$ cat src/uds_pkg.sv
// Shared constants and types for the burst recipient that pauses a strobed sender.
// Assumes one 100 MHz system clock; the link pins are asynchronous to it.
`default_nettype none

package uds_pkg;

    // Clock period of the system clock in nanoseconds.
    localparam int CLK_PERIOD_NS = 10;
    // Width of one transferred data word.
    localparam int WORD_W = 16;
    // Depth of the receive FIFO in words.
    localparam int FIFO_DEPTH = 32;
    // Number of flip-flops in each pin synchroniser.
    localparam int SYNC_STAGES = 2;
    // Most late words seen after a pause request, lower and upper mode groups.
    localparam int LATE_MAX_LOW = 2;
    localparam int LATE_MAX_HIGH = 3;
    // Default free-space threshold that negates readiness, and the hysteresis above it.
    localparam int NEG_FREE_DEF = 8;
    localparam int HYST_DEF = 8;
    // Check value preset before the first word of a burst.
    localparam logic [15:0] CRC_PRESET = 16'h4aba;

    // One sample of the link inputs as they pass the synchroniser.
    typedef struct packed {
        logic strobe;
        logic [WORD_W-1:0] data;
    } uds_link_type;

    // Recipient pause states, Gray coded along idle, run, wait, paused.
    typedef enum logic [1:0] {
        ST_IDLE = 2'b00,
        ST_RUN = 2'b01,
        ST_WAIT = 2'b11,
        ST_PAUSED = 2'b10
    } uds_state_type;

endpackage : uds_pkg

`default_nettype wire

$ cat src/uds_fifo.sv
// Flip-flop FIFO with valid and ready on both sides and a fill level.
// Assumes a single clock and synchronous active-high reset.
`default_nettype none

module uds_fifo #(
    parameter int WIDTH = 16,
    parameter int DEPTH = 32
) (
    // Clock and reset.
    input wire logic clk,
    input wire logic reset,
    // Filling side.
    input wire logic in_valid,
    output logic in_ready,
    input wire logic [WIDTH-1:0] in_data,
    // Draining side.
    output logic out_valid,
    input wire logic out_ready,
    output logic [WIDTH-1:0] out_data,
    // Number of words held.
    output logic [$clog2(DEPTH+1)-1:0] level
);
    localparam int AW = (DEPTH > 1) ? $clog2(DEPTH) : 1;
    localparam int LW = $clog2(DEPTH + 1);

    if (DEPTH < 2) begin : g_chk
        $error("uds_fifo needs a depth of at least two");
    end

    logic [WIDTH-1:0] mem_r [DEPTH];
    logic [WIDTH-1:0] mem_nxt [DEPTH];
    logic [AW-1:0] wr_r, wr_nxt, rd_r, rd_nxt;
    logic [LW-1:0] cnt_r, cnt_nxt;
    logic push, pop;

    // Ready and valid come straight from the count so full and empty are exact.
    assign in_ready = (cnt_r != LW'(DEPTH));
    assign out_valid = (cnt_r != '0);
    assign out_data = mem_r[rd_r];
    assign level = cnt_r;
    assign push = in_valid && in_ready;
    assign pop = out_valid && out_ready;

    // Next pointers, count and storage.
    always_comb begin
        mem_nxt = mem_r;
        wr_nxt = wr_r;
        rd_nxt = rd_r;
        cnt_nxt = cnt_r;
        if (push) begin
            mem_nxt[wr_r] = in_data;
            wr_nxt = (wr_r == AW'(DEPTH - 1)) ? '0 : wr_r + 1'b1;
        end
        if (pop) begin
            rd_nxt = (rd_r == AW'(DEPTH - 1)) ? '0 : rd_r + 1'b1;
        end
        if (push && !pop) begin
            cnt_nxt = cnt_r + 1'b1;
        end else if (pop && !push) begin
            cnt_nxt = cnt_r - 1'b1;
        end
    end

    // Register stage; storage itself needs no reset.
    always_ff @(posedge clk) begin
        mem_r <= mem_nxt;
        if (reset) begin
            wr_r <= '0;
            rd_r <= '0;
            cnt_r <= '0;
        end else begin
            wr_r <= wr_nxt;
            rd_r <= rd_nxt;
            cnt_r <= cnt_nxt;
        end
    end

endmodule // uds_fifo

`default_nettype wire

$ cat src/uds_recipient.sv
// Recipient end of a source-strobed burst: it pauses the sender through its ready line.
// Assumes a sender on the far side of the pins and a consumer draining the FIFO.
//
// Contract
// - Recipient pauses by negating its ready line.
// - Late words after pause request are stored.
// - Readiness may return at once, no hold.
// - Hysteresis between negate and reassert thresholds.
// - Two or three late words per mode.
// - Only a strobe edge delivers a word.
// - Trigger depth covers delays and late words.
// - Keep capturing strobes for settle interval.
// - No termination before settle interval expires.
// - Late words do not mean sender paused.
// - Any late count up to maximum tolerated.
// - Unstrobed words never enter the check value.
`default_nettype none

module uds_recipient
    import uds_pkg::*;
#(
    parameter int T_RP_NS = 160,
    parameter bit HIGH_MODE = 1'b1,
    parameter int NEG_FREE = NEG_FREE_DEF,
    parameter int HYST = HYST_DEF,
    parameter int DEPTH = FIFO_DEPTH,
    parameter logic [15:0] CRC_POLY = 16'h1021
) (
    // Clock and reset.
    input wire logic clk,
    input wire logic reset,
    // Link pins from and to the sender.
    input wire logic strobe_in,
    input wire logic [WORD_W-1:0] dd_in,
    output logic dmardy_n_out,
    // Burst control from the local controller.
    input wire logic burst_active,
    input wire logic stop_req,
    output logic stop_ok,
    output logic paused,
    // Received words toward the consumer.
    output logic rx_valid,
    input wire logic rx_ready,
    output logic [WORD_W-1:0] rx_data,
    // Status.
    output logic [15:0] crc_out,
    output logic overflow
);
    localparam int LW = $clog2(DEPTH + 1);
    localparam int LATE_MAX = HIGH_MODE ? LATE_MAX_HIGH : LATE_MAX_LOW;
    localparam int ASSERT_FREE = NEG_FREE + HYST;
    // Least settle time rounds up, then the input synchroniser delay is added on top.
    localparam int SETTLE_CYC = (T_RP_NS + CLK_PERIOD_NS - 1) / CLK_PERIOD_NS + SYNC_STAGES;
    localparam int CW = $clog2(SETTLE_CYC + 1);

    // The trigger must leave room for the late words plus the synchroniser pipeline.
    if (NEG_FREE < LATE_MAX + SYNC_STAGES + 1 || ASSERT_FREE > DEPTH || HYST < 1 || T_RP_NS < 1) begin : g_chk
        $error("uds_recipient thresholds cannot absorb late words");
    end

    // Word-parallel check update, one step per bit, most significant bit first.
    function automatic logic [15:0] crc_step(input logic [15:0] c, input logic [WORD_W-1:0] d);
        logic [15:0] r;
        r = c;
        for (int i = WORD_W - 1; i >= 0; i--) begin
            r = {r[14:0], 1'b0} ^ ((r[15] ^ d[i]) ? CRC_POLY : 16'h0000);
        end
        return r;
    endfunction

    uds_link_type s1_r, s2_r, s3_r;
    uds_state_type state_r, state_nxt;
    logic [CW-1:0] cnt_r, cnt_nxt;
    logic dmardy_n_r, dmardy_n_nxt;
    logic [15:0] crc_r, crc_nxt;
    logic ovf_r, ovf_nxt;
    logic burst_d_r;
    logic word_edge, push, fifo_in_ready;
    logic [LW-1:0] level;
    logic [LW-1:0] free;
    logic want_pause, room_ok;

    // Link samples pass two flip-flops; the third stage only serves edge detection.
    always_ff @(posedge clk) begin
        if (reset) begin
            s1_r <= '0;
            s2_r <= '0;
            s3_r <= '0;
        end else begin
            s1_r <= '{strobe: strobe_in, data: dd_in};
            s2_r <= s1_r;
            s3_r <= s2_r;
        end
    end

    // Either strobe transition delivers one word; a word merely on the lines does not.
    assign word_edge = (s2_r.strobe ^ s3_r.strobe) && burst_active;
    assign push = word_edge && fifo_in_ready;
    assign free = LW'(DEPTH) - level;
    // Pause on low space or on a stop request, resume only at or above the upper threshold.
    assign want_pause = stop_req || (free <= LW'(NEG_FREE));
    assign room_ok = !stop_req && (free >= LW'(ASSERT_FREE));

    // Words keep landing in every state while the burst runs, late ones included.
    uds_fifo #(
        .WIDTH(WORD_W),
        .DEPTH(DEPTH)
    ) u_fifo (
        .clk(clk),
        .reset(reset),
        .in_valid(word_edge),
        .in_ready(fifo_in_ready),
        .in_data(s2_r.data),
        .out_valid(rx_valid),
        .out_ready(rx_ready),
        .out_data(rx_data),
        .level(level)
    );

    // Pause sequencing, settle count, ready line and check value.
    always_comb begin
        state_nxt = state_r;
        cnt_nxt = cnt_r;
        dmardy_n_nxt = dmardy_n_r;
        crc_nxt = crc_r;
        ovf_nxt = ovf_r || (word_edge && !fifo_in_ready);
        if (push) begin
            crc_nxt = crc_step(crc_r, s2_r.data);
        end
        unique case (state_r)
            ST_IDLE: begin
                dmardy_n_nxt = 1'b1;
                if (burst_active && !burst_d_r) begin
                    crc_nxt = CRC_PRESET;
                    ovf_nxt = 1'b0;
                    state_nxt = ST_RUN;
                    dmardy_n_nxt = want_pause;
                    if (want_pause) begin
                        cnt_nxt = CW'(SETTLE_CYC);
                        state_nxt = ST_WAIT;
                    end
                end
            end
            ST_RUN: begin
                if (want_pause) begin
                    dmardy_n_nxt = 1'b1;
                    cnt_nxt = CW'(SETTLE_CYC);
                    state_nxt = ST_WAIT;
                end
            end
            ST_WAIT: begin
                // Late words do not end the wait; only the count, returning room or the end of the burst does.
                if (room_ok) begin
                    dmardy_n_nxt = 1'b0;
                    state_nxt = ST_RUN;
                end else if (cnt_r == CW'(1)) begin
                    cnt_nxt = '0;
                    state_nxt = ST_PAUSED;
                end else begin
                    cnt_nxt = cnt_r - 1'b1;
                end
            end
            ST_PAUSED: begin
                if (room_ok) begin
                    dmardy_n_nxt = 1'b0;
                    state_nxt = ST_RUN;
                end
            end
        endcase
        if (!burst_active) begin
            state_nxt = ST_IDLE;
            dmardy_n_nxt = 1'b1;
            cnt_nxt = '0;
        end
    end

    // Register stage for the sequencer.
    always_ff @(posedge clk) begin
        if (reset) begin
            state_r <= ST_IDLE;
            cnt_r <= '0;
            dmardy_n_r <= 1'b1;
            crc_r <= CRC_PRESET;
            ovf_r <= 1'b0;
            burst_d_r <= 1'b0;
        end else begin
            state_r <= state_nxt;
            cnt_r <= cnt_nxt;
            dmardy_n_r <= dmardy_n_nxt;
            crc_r <= crc_nxt;
            ovf_r <= ovf_nxt;
            burst_d_r <= burst_active;
        end
    end

    // Termination is allowed only once the settle interval has run out.
    assign paused = (state_r == ST_PAUSED);
    assign stop_ok = paused && stop_req;
    assign dmardy_n_out = dmardy_n_r;
    assign crc_out = crc_r;
    assign overflow = ovf_r;

    // Checks on the recipient behaviour.
    localparam int SETTLE_BOUND = SETTLE_CYC + 1;
    logic [CW:0] neg_age_r;
    always_ff @(posedge clk) begin
        if (reset || !dmardy_n_r || !burst_active) begin
            neg_age_r <= '0;
        end else if (neg_age_r != '1) begin
            neg_age_r <= neg_age_r + 1'b1;
        end
    end
endmodule // uds_recipient

`default_nettype wire

$ cat config.mk
export PLATFORM = sky130hd
export DESIGN_NAME = uds_recipient
export DESIGN_NICKNAME = d
export VERILOG_FILES = /design/src/uds_pkg.sv /design/src/uds_fifo.sv /design/src/uds_recipient.sv
export SDC_FILE = /design/constraint.sdc
export NUM_CORES = 1
export LEC_CHECK = 0
export ABC_AREA = 1
export BUFFER_PORTS_ARGS = -buffer_cell sky130_fd_sc_hd__buf_2
export CAP_MARGIN = 20
export CORE_MARGIN = 3
export CORE_UTILIZATION = 25
export DETAILED_ROUTE_END_ITERATION = 8
export HOLD_SLACK_MARGIN = 0.12
export SLEW_MARGIN = 20
export SYNTH_ARGS = -nofsm -noshare
export SYNTH_HDL_FRONTEND = slang
export SYNTH_SLANG_ARGS = --single-unit
$ cat constraint.sdc
create_clock -name clk -period 2.7 [get_ports clk]
set_clock_uncertainty 0.05 [all_clocks]
set_input_delay 0.135 -clock clk [delete_from_list [all_inputs] [get_ports clk]]
set_output_delay 0.135 -clock clk [all_outputs]
set_load 0.02 [all_outputs]
# After elaboration in Yosys (flattened, before gate mapping)
# Index checks and enable logic that the tools add are counted.
# W data, S select, Z words.
# op_classes
add_sub_neg	6
magnitude_cmp	5
eq_ne	13
n_mux	47
bitwise_logic	36
n_reduce_logical	26
# op_table
op	count
$bwmux W512	1
$xor A16 B13 Y16	16
$mux W13	16
$mux W16	6
$bmux W16 S5	1
$demux W16 S5	1
$mux W5	6
$xor A1 B1 Y1	17
$pmux W5 S3	1
$ge A6 B6 Y1 const B	2
$mux W2	6
$mux W6	2
$not A5 Y6	2
$add A5 B1 Y5 const B	2
$eq A5 B5 Y1 const B	2
$logic_and A1 B1 Y1	10
$pmux W2 S4	1
$add A6 B1 Y6 const B	1
$ge A6 B5 Y1 const B	1
$le A6 B4 Y1 const B	1
$lt A6 B1 Y1 const B	1
$ne A2 B2 Y1 const B	3
$ne A6 B6 Y1 const B	1
$reduce_bool A6 Y1	1
other kinds (20)	32
# word_totals
ff_bits	589
inputBits	22
output_inout_bits	37
wordCells	179

# Longest topological paths before layout
# Gate-level depths: netlist of run 1.
# logic_depth
word_depth	51
depth_mapped	20
mapped_depth_nobuf	19

# By module
# Synthesis of run 1 repeated with hierarchy kept, for this count alone.
# hier_totals
hier_cells	2571
area_unflattened_um2	25761.0
# by_module_without_submodules
mod	instances	cells_each	area_each_um2	seq_area_each_um2
uds_fifo	1	2140	22691.8	15695.1
uds_recipient	1	431	3069.2	1221.2

# Worst setup path before layout of run 1
# Ideal clock, no wire load.
# synth_timing
path_kind	register -> register
start	register u_fifo.cnt_r[1], in the netlist u_fifo.level[1]
end	register u_fifo.cnt_r[5], in the netlist u_fifo.level[5]
setup_time_ps	132
arrival_ps	2504
required_time_ps	2518
slack_ps	14
path_stages_with_launch	21
n_path_buf	1
period_less_slack_ps	2686
cell_sequence	dfxtp_1 inv_1 ha_1 nand3_1 inv_1 nand2_1 nand2_1 inv_1 buf_2 ha_1 inv_1 ha_1 nand3_1 nand3_1 nand2_1 a21oi_1 nor2_1 nand2_1 nand2_1 nand2_1 a21oi_1
# synth_via
elab_chain_len	5
word_cells_on_any_way	13
classes_between	add/sub (2); eq/ne (1); mux (2); reduce/logical (8)
# synth_lines
item	line_no	text
start, declared	uds_fifo.sv:33	logic [LW-1:0] cnt_r, cnt_nxt;
start signal, assigned	uds_fifo.sv:74	cnt_r <= cnt_nxt;
$ne A6 B6 Y1 *	uds_fifo.sv:37	assign in_ready = (cnt_r != LW'(DEPTH));
$logic_and A1 B1 Y1 *	n/a	
net push	uds_recipient.sv:78	logic word_edge, push, fifo_in_ready;
$logic_not A1 Y1	uds_fifo.sv:59	end else if (pop && !push) begin
$logic_and A1 B1 Y1	uds_fifo.sv:59	
$reduce_bool A2 Y1 (no line)	n/a	
# The timed path passes the listed nets; every way through them passes the cells marked *. The select of a mux whose other input is x is not followed.
# A chain may end at the register's enable or synchronous reset.

# Worst setup path after layout of run 1
# layout_timing
start	register u_fifo.rd_r[0]
end	output rx_data[5]
# layout_via
elab_chain_len	4
# layout_lines
item	line_no	text
start, declared	uds_fifo.sv:32	logic [AW-1:0] wr_r, wr_nxt, rd_r, rd_nxt;
start signal, assigned	uds_fifo.sv:73	rd_r <= rd_nxt;
$not A5 Y6 (not written as such)	uds_fifo.sv:39	assign out_data = mem_r[rd_r];
$bmux W16 S5	uds_fifo.sv:39	
$mux W16 (not written as such) (2 in series)	uds_fifo.sv:39	
end, declared	uds_recipient.sv:44	output logic [WORD_W-1:0] rx_data,
# No other way between the ends. The select of a mux whose other input is x is not followed.

==> results_dict.tcl, run 1 <==
set metrics [dict create \
    antenna_cells 0 \
    worst-endpoint-required_ns 2.52 \
    rsz0062_at_grt "yes" \
    via_per_inst 4.65 \
    p_per_area_nw_per_um2 857 \
    cts.reportedPaths.clkPinSlew_ns 0.07 \
    start_kind "register" \
    syn_to_final_growth_pct 25.9 \
    synth.distinct_cells 33 \
    avgSynthCellArea_um2 11.6 \
    antenna_found_initial 0 \
    ir_drop_mv 0.518 \
    layout_common_cells "edfxtp_1, nor2_1, nand2_1" \
    status "complete, no violations" \
    ys_seq_area_share_pct 70.5 \
    cp_slowest_cell "dfxtp_4" \
    drive_above_1_share_pct 18.4 \
    synth-simple-area-share_pct 12.4 \
    numCtsBuffers 58 \
    slew-limit-headroom_pct 54.7 \
    tightest_slew_ns 0.676 \
    worstSetupPathType "register to output port" \
    hold_class "input port to register" \
    synth_top_family_by_area "simple AND/OR/NAND/NOR gates" \
    drtPass1Iterations 5 \
    fp.dieH_um 316 \
    crit_fanout 11 \
    r2r_end "u_fifo.level[5]" \
    synthMuxAreaShare_pct 0 \
    wl_um 68500 \
    maxCapViolCount 0 \
    hold_violations 0 \
    fin_crit_sh_pct 99.5 \
    grt_pass1_wl_um 101000 \
    io_pins 59 \
    hpwl_um 39800 \
    synthCells 2076 \
    h-tree-depth 2 \
    rows 113 \
    final_nets 2310 \
    cts.sinks 589 \
    fp.dieArea_um2 99800 \
    initial_core_util_pct 25.2 \
    critPathMaxStageDelay_ns 0.41 \
    portBuffers 58 \
    nFillCells 9340 \
    regToRegSetupSlack_ns 0.17 \
    cts_buffer_depth 3 \
    chipWidth_um 316 \
    cts_tree "yes" \
    syn_area_um2 24000 \
    route.detailed.drc 0 \
    final_common_cell "edfxtp_1" \
    hold_start "dd_in[15]" \
    synth_compound_area_share_pct 10.8 \
    drv_slew 0 \
    vias 16658 \
    ant_nets 0 \
    grt_pass1_vias 15762 \
    setup_viol 0 \
    clk_latency_ns 0.62 \
    grt_overflow 0 \
    hold-path-endpoint "s1_r[15]" \
    timing.final.ws_setup_ns 0.0124 \
    ys_ff_latch 589 \
    core_area_um2 95200 \
    fmax_mhz 372 \
    synth-xor-area-share_pct 1.24 \
    holdPathStages 4 \
    wl_per_cell_um 19.1 \
    cp_cell_sequence "buf_12 > inv_16 > buf_8 > o21ai_2 > o211ai_1 > nand3_1 > nand4_1 > o21ai_1 > inv_1 > buf_6" \
    synth_fa_ha_area_share_pct 0.865 \
    grt_max_degree 35 \
    ys_warn_count 0 \
    utilization_pct 31.8 \
    power_leakage_uw 0.0107 \
    worst-r2r-cell-count 19 \
    fin_crit_ns 2.69 \
    dp_slack_ns 0.0684 \
    place_congestion 0.809 \
    grtUsageTotal_pct 13.4 \
    crit_path_end_kind "output port" \
    drtIter0Drc 1742 \
    tns_ns 0 \
    syn-num-nets 2114 \
    ctsRootBufferMaster "clkbuf_16" \
    cp.arrival_ns 2.50 \
    rr_startpoint "u_fifo.level[1]" \
]
==> report_power, final <==
group	internal, uW	switching [uW]	total [uW]
registers	9970	131	10100
logic	3210	4950	8160
clock network	4270	3380	7650
==> sequential cells by signal (all words and copies together) (netlist names) <==
name and cells:
u_fifo.mem_r 512, s1_r 17, s2_r 17, crc_out 16, u_fifo.level 6, cnt_r 5, u_fifo.rd_r 5, u_fifo.wr_r 5
state_r 2, burst_d_r 1, dmardy_n_out 1, overflow 1, s3_r 1
==> worst max-delay path, delay by kind of cell, from the launching register on <==
kind,cells,cell delay (ns)
compound gates,3,0.50
buf+inv,5,0.57
flops,1,0.41
simple gates,2,0.39
==> how the worst max path moves through the flow <==
stage               cells after the start  slack, ns         endpoint             from
floorplan                              20       0.01  u_fifo.level[5]  u_fifo.level[1]
global placement                       19       0.06  u_fifo.level[5]  u_fifo.level[1]
detailed placement                     19       0.07  u_fifo.level[5]  u_fifo.level[1]
CTS                                    11      -0.05      rx_data[11]   u_fifo.rd_r[1]
global route                           12      -0.07       rx_data[2]   u_fifo.rd_r[0]
finish                                 10       0.01       rx_data[5]   u_fifo.rd_r[0]
==> final cells by class <==
cell class | count | area (um2) | share of cell area, %
Clock inverter | 34 | 249 | 0.824
Timing Repair Buffer | 247 | 2680 | 8.86
Timing Repair inverter | 4 | 45.0 | 0.149
Inverter | 119 | 474 | 1.57
Multi-Input combinational cell | 1253 | 6740 | 22.3
Sequential cell | 589 | 16900 | 56.0
Clock buffer | 71 | 1520 | 5.03
Tap cell | 1265 | 1580 | 5.24
==> layer usage <==
metal | GRT usage, % | share of wire (%) | vias to the layer above
li1 | - | - | 7770
met1 | 19.5 | 45 | 8217
met2 | 21.2 | 46 | 570
met3 | 1.60 | 6.6 | 101
met4 | 3.60 | 2.2 | 0
met5 | 0 | 0 | -
==> timing repair <==
item | CTS | global route
gates resized for setup | 209 | 89
endpoints found under the hold margin | 57 | 0
endpoints found under the setup margin | 16 | 18
hold buffers | 36 | 0
setup buffers | 28 | 1
cloned | 21 | 0
pin swaps | 69 | 52
==> cell families (layout without fill, tap and decap cells) <==
kind of cell	after synthesis	after routing
simple gates	738	738
compound gates	466	466
flops	589	589
buf+inv	234	475
xor+xnor	33	33
fa+ha+maj	16	16
==> Yosys cell counts (all sizes together) <==
master | n | area (um2)
o211ai | 67 | 503
o22ai | 64 | 400
fa | 1 | 20.0
o21ai | 291 | 1460
nand3 | 100 | 500
nand4 | 14 | 87.6
nor4 | 1 | 6.26
nand3b | 3 | 22.5
xnor2 | 14 | 130
o21bai | 1 | 7.51
nand2 | 190 | 721
ha | 15 | 188
or2 | 1 | 6.26
xor2 | 19 | 166
o21a | 1 | 7.51
a21oi | 38 | 190
a211oi | 2 | 15.0
inv | 119 | 447
edfxtp | 512 | 15400
a31oi | 2 | 12.5
buf | 54 | 353
nor2 | 424 | 1590
clkbuf | 61 | 229
dfxtp | 77 | 1540
nor3 | 5 | 30.0
==> metrics by stage <==
| step | cells | hold slack [ns] | area [um2] | total power, uW |
|---|---|---|---|---|
| finish | 3582 | 0.228 | 30200 | 25900 |
| global route | 3582 | 0.240 | 30200 | 27000 |
| CTS | 3583 | 0.197 | 30000 | 25800 |
| detailed placement | 3393 | 0.293 | 26300 | 16100 |
| global placement | 3393 | 0.289 | 26300 | 16100 |
| floorplan | 2076 | 0.192 | 24000 | 14000 |
Note: power is estimated with default switching activity, not from simulation.
==> inputs of run 2 (changes only) <==
CORE_UTILIZATION = 40   (was 25)
HOLD_SLACK_MARGIN = not set   (was 0.12)
==> run 2 against run 1 <==
The run now ends with setup timing left. Hold slack worse by 0.035 ns. Power hardly changed. Register-to-register slack better by 0.05 ns. First-iteration DRC count is 9.9% higher. Clock power is 7.3% higher. Combinational power is 7.4% lower. Maximum frequency is 1.8% lower.
==> results_dict.tcl, run 2 (synthesis results as in run 1) <==
set metrics [dict create \
    chipWidth_um 251 \
    maxCapViolCount 0 \
    top_regs "u_fifo.mem_r (512), s1_r (17), s2_r (17)" \
    cts.sinks 589 \
    fp.dieArea_um2 63000 \
    power_leakage_uw 0.0105 \
    clk_latency_ns 0.63 \
    grt_max_degree 49 \
    numCtsBuffers 61 \
    h-tree-depth 2 \
    ant_nets 0 \
    ir_drop_mv 0.545 \
    hpwl_um 40100 \
    status "complete, but fails checks" \
    worstSetupPathType "register to output port" \
    utilization_pct 49.5 \
    antenna_found_initial 0 \
    portBuffers 58 \
    initial_core_util_pct 40.5 \
    fp.dieH_um 251 \
    core_area_um2 59200 \
    via_per_inst 5.47 \
    cp_cell_sequence "buf_12 > inv_8 > o21ai_0 > o211ai_1 > nand3_1 > nand3_1 > o21ai_2 > inv_1 > buf_6" \
    cp_common_cell "nand3_1" \
    hold_violations 0 \
    grt_overflow 0 \
    drtIter0Drc 1914 \
    cts_buffer_depth 3 \
    final_common_cell "edfxtp_1" \
    stdcell_count 3063 \
    largest_reg_flops 512 \
    tightest_slew_ns 0.666 \
    p_per_area_nw_per_um2 883 \
    cts_tree "yes" \
    crit_buf_inv 4 \
    cp_slowest_cell "o21ai_0" \
    rows 89 \
    slew-limit-headroom_pct 55.3 \
    fmax_mhz 365 \
    drtPass1Iterations 6 \
    worst-endpoint-required_ns 2.52 \
    drive_above_1_share_pct 17.8 \
    dp.cells 2894 \
    vias 16762 \
    syn_to_final_growth_pct 22.1 \
    antenna_cells 0 \
    rsz0062_at_grt "yes" \
    io_pins 59 \
    crit_path_end_kind "output port" \
    violations "setup timing" \
    grt_pass1_vias 16280 \
    crit_fanout 7 \
    top_register "u_fifo.mem_r" \
    wl_um 68900 \
    setup_viol 1 \
    grtUsageTotal_pct 21.1 \
    grt_pass1_wl_um 100000 \
    drv_slew 0 \
    timing.final.ws_setup_ns -0.0379 \
    fin_crit_ns 2.74 \
    start_kind "register" \
    crit_family "compound AO/OA/AOI/OAI gates" \
    fin_crit_sh_pct 101 \
    critPathMaxStageDelay_ns 0.42 \
    final_nets 2280 \
    cp.arrival_ns 2.55 \
    layout_common_cells "edfxtp_1, nor2_1, o21ai_0" \
    route.detailed.drc 0 \
    place_congestion 0.847 \
    hold_class "input port to register" \
    wl_per_cell_um 22.5 \
    nFillCells 5127 \
    ctsRootBufferMaster "clkbuf_16" \
    cts.reportedPaths.clkPinSlew_ns 0.06 \
]
-- run 2: cell types whose count changed in the layout (fill, tap and decap cells not counted), sizes merged --
cell / change
bufbuf: -1
clkinv: -2
buf: -25
inv: -5
bufinv: +3
clkbuf: +17
dlygate4sd3: -14
-- run 2: repair_timing --
item | 4_1_cts | 5_1_grt
pin swaps | 29 | 67
gates cloned | 14 | 10
hold buffers | 22 | 0
setup buffers | 7 | 5
hold endpoints to repair | 36 | 0
gates resized for setup | 83 | 167
setup endpoints to repair | 16 | 153
-- run 2: layout make-up --
cell class	instances	area (um2)	share of cell area, %
timing repair inverter	3	33.8	0.115
inverter	119	479	1.63
multi-input combinational	1253	6620	22.6
timing repair buffer	215	2350	8.01
sequential	589	16900	57.7
tap	773	967	3.30
clock buffer	80	1630	5.56
clock inverter	31	313	1.07
-- run 2: where the power goes --
| part | total [uW] | internal, uW | switching [uW] |
|---|---|---|---|
| clock network | 8210 | 4790 | 3430 |
| registers | 10100 | 9970 | 143 |
| logic | 7560 | 2870 | 4690 |
-- run 2: worst register-to-register path, stage by stage, from the launching register on --
cell and delay [ns]:
dfxtp_1 0.32, inv_1 0.06, ha_1 0.23, nand3_1 0.11, inv_1 0.07, nand2_1 0.05, nand2_1 0.07, inv_1 0.14
buf_6 0.28, nand2_1 0.15, buf_4 0.18, nor2_1 0.28, buf_12 0.21
-- run 2: metal layers --
layer | vias up | GRT usage (%) | share of wire [%]
met4 | 0 | 8.90 | 4.1
met5 | - | 0 | 0
met1 | 8233 | 27.1 | 40
li1 | 7711 | - | -
met2 | 675 | 35.7 | 50
met3 | 143 | 3.36 | 6.1
-- run 2: metrics by stage --
stage | setup slack (ns) | hold WS [ns] | TNS, ns | power (uW) | cell area, um2
CTS | -0.0499 | 0.162 | -0.280 | 25100 | 28500
finish | -0.0379 | 0.193 | -0.0379 | 25900 | 29300
detailed placement | 0.135 | 0.293 | 0 | 15900 | 25600
global placement | 0.0726 | 0.289 | 0 | 15900 | 25600
floorplan | 0.0140 | 0.192 | 0 | 14000 | 24000
global route | -0.0920 | 0.187 | -0.605 | 27000 | 29300
-- run 2: path summary, 6_finish.rpt --
path | startpoint | end | slack, ns | cells past startpoint
worst max-delay path | u_fifo.rd_r[0] | rx_data[12] | -0.04 | 9
worst min-delay path | dd_in[9] | s1_r[9] | 0.19 | 4
worst max register to register | u_fifo.level[1] | u_fifo.mem_r[368] | 0.22 | 12
worst min register to register | s1_r[14] | s2_r[14] | 0.35 | 2
==> inputs of run 3 (changes only) <==
BUFFER_PORTS_ARGS = not set   (was -buffer_cell sky130_fd_sc_hd__buf_2)
CELL_PAD_IN_SITES_DETAIL_PLACEMENT = 1   (was not set)
CELL_PAD_IN_SITES_GLOBAL_PLACEMENT = 2   (was not set)
CORE_UTILIZATION = 39   (was 40)
DONT_BUFFER_PORTS = 1   (was not set)
PLACE_DENSITY_LB_ADDON = 0.1   (was not set)
==> run 3 against run 2 <==
The flow now finishes without violations. Non-clock buffer count shrank 65. Register-to-register slack is essentially flat. Sequential cell count is the same. Critical path type unchanged. Largest power group unchanged.
==> results_dict.tcl, run 3 (synthesis results as in run 1) <==
set metrics [dict create \
    rr_startpoint "u_fifo.level[1]" \
    grt_pass1_wl_um 111000 \
    slew-limit-headroom_pct 47.9 \
    tightest_slew_ns 0.776 \
    power_leakage_uw 0.0102 \
    hold_violations 0 \
    hpwl_um 46400 \
    cp.arrival_ns 2.46 \
    clk_latency_ns 0.59 \
    drtPass1Iterations 5 \
    grt_max_degree 55 \
    rows 90 \
    utilization_pct 47.1 \
    crit_fanout 24 \
    worst-r2r-cell-count 12 \
    stdcell_count 3013 \
    top_regs "u_fifo.mem_r (512), s1_r (17), s2_r (17)" \
    wl_per_cell_um 24.9 \
    worst-endpoint-required_ns 2.52 \
    rsz0062_at_grt "yes" \
    hold_start "strobe_in" \
    final_common_cell "edfxtp_1" \
    fin_crit_sh_pct 97.8 \
    dp.cells 2852 \
    drv_slew 0 \
    fin_area_um2 28500 \
    vias 16364 \
    p_per_area_nw_per_um2 897 \
    cts_tree "yes" \
    hold_class "input port to register" \
    cts.sinks 589 \
    r2r_end "u_fifo.mem_r[156]" \
    place_area_um2 25500 \
    start_kind "register" \
    fp.dieH_um 254 \
    via_per_inst 5.43 \
    cts.reportedPaths.clkPinSlew_ns 0.06 \
    setup_viol 0 \
    drive_above_1_share_pct 14.2 \
    nFillCells 6326 \
    cts_buffer_depth 3 \
    hold-path-endpoint "s1_r[16]" \
    grt_pass1_vias 17214 \
    holdPathStages 3 \
    place_congestion 0.804 \
    drtIter0Drc 1102 \
    final_nets 2219 \
    tns_ns 0 \
    top_register "u_fifo.mem_r" \
    layout_common_cells "edfxtp_1, nor2_1, o21ai_0" \
    worstSetupPathType "register to output port" \
    fmax_mhz 379 \
    grt_overflow 0 \
    fin_crit_ns 2.64 \
    ant_nets 0 \
    route.detailed.drc 0 \
    largest_reg_flops 512 \
    maxCapViolCount 0 \
    syn_to_final_growth_pct 18.9 \
    regToRegSetupSlack_ns 0.22 \
    numCtsBuffers 67 \
    wl_um 75100 \
    chipWidth_um 254 \
    portBuffers 0 \
    io_pins 59 \
    core_area_um2 60600 \
    initial_core_util_pct 39.6 \
    h-tree-depth 3 \
    crit_path_start "u_fifo.rd_r[0]" \
    antenna_found_initial 1 \
    ir_drop_mv 0.402 \
    fp.dieArea_um2 64600 \
    grtUsageTotal_pct 23.5 \
    power_uw 25600 \
    antenna_cells 0 \
    crit_path_end_kind "output port" \
    status "complete, no violations" \
    ctsRootBufferMaster "clkbuf_16" \
]
[run 3: worst max path at each step]
stage | slack, ns | cells after the start | end
detailed placement | -0.16 | 11 | u_fifo.mem_r[101]
global placement | -0.13 | 11 | u_fifo.mem_r[504]
CTS | -0.18 | 11 | u_fifo.mem_r[100]
floorplan | 0.01 | 20 | u_fifo.level[5]
finish | 0.06 | 10 | rx_data[6]
global route | -0.08 | 9 | rx_data[11]
[run 3: repair_timing]
item / 4_1_cts / 5_1_grt
hold endpoints to repair: 66 / 0
cloned: 6 / 2
pin swaps: 11 / 16
hold buffers: 22 / 0
setup buffers: 7 / 5
endpoints found under the setup margin: 268 / 415
gates resized for setup: 61 / 39
[run 3: cell type report]
class | count | area (um2) | share of cell area, %
Clock buffer | 89 | 1850 | 6.50
Clock inverter | 30 | 262 | 0.916
Inverter | 119 | 470 | 1.65
Multi-Input combinational cell | 1253 | 6370 | 22.3
Sequential cell | 589 | 16900 | 59.3
Tap cell | 782 | 978 | 3.43
Timing Repair Buffer | 150 | 1680 | 5.89
Timing Repair inverter | 1 | 8.76 | 0.0307
[run 3: worst max-delay path: stages (launching register included)]
cell	delay (ns)
dfxtp_4	0.38
buf_12	0.14
inv_16	0.12
buf_16	0.18
buf_12	0.17
nor2_1	0.05
o211ai_1	0.25
nand3_2	0.17
nand4_1	0.16
o21ai_2	0.09
inv_2	0.11
[run 3: power by group]
part	internal [uW]	switching, uW
logic	2220	4430
clock network	5220	3610
registers	9970	154
total	17400	8200
[run 3: routing by layer]
metal	track usage, %	up-vias	share of wire (%)
met5	0	-	0
met4	6.42	0	2.1
met3	2.92	83	4.1
met2	42.2	331	52
met1	30.1	8387	42
li1	-	7563	-
[run 3: metrics by stage]
step	hold WS, ns	worst slack, ns
after floorplan	0.192	0.0140
after global placement	0.163	-0.133
after detailed placement	0.162	-0.164
after CTS	0.116	-0.185
after global routing	0.157	-0.0842
final	0.163	0.0585
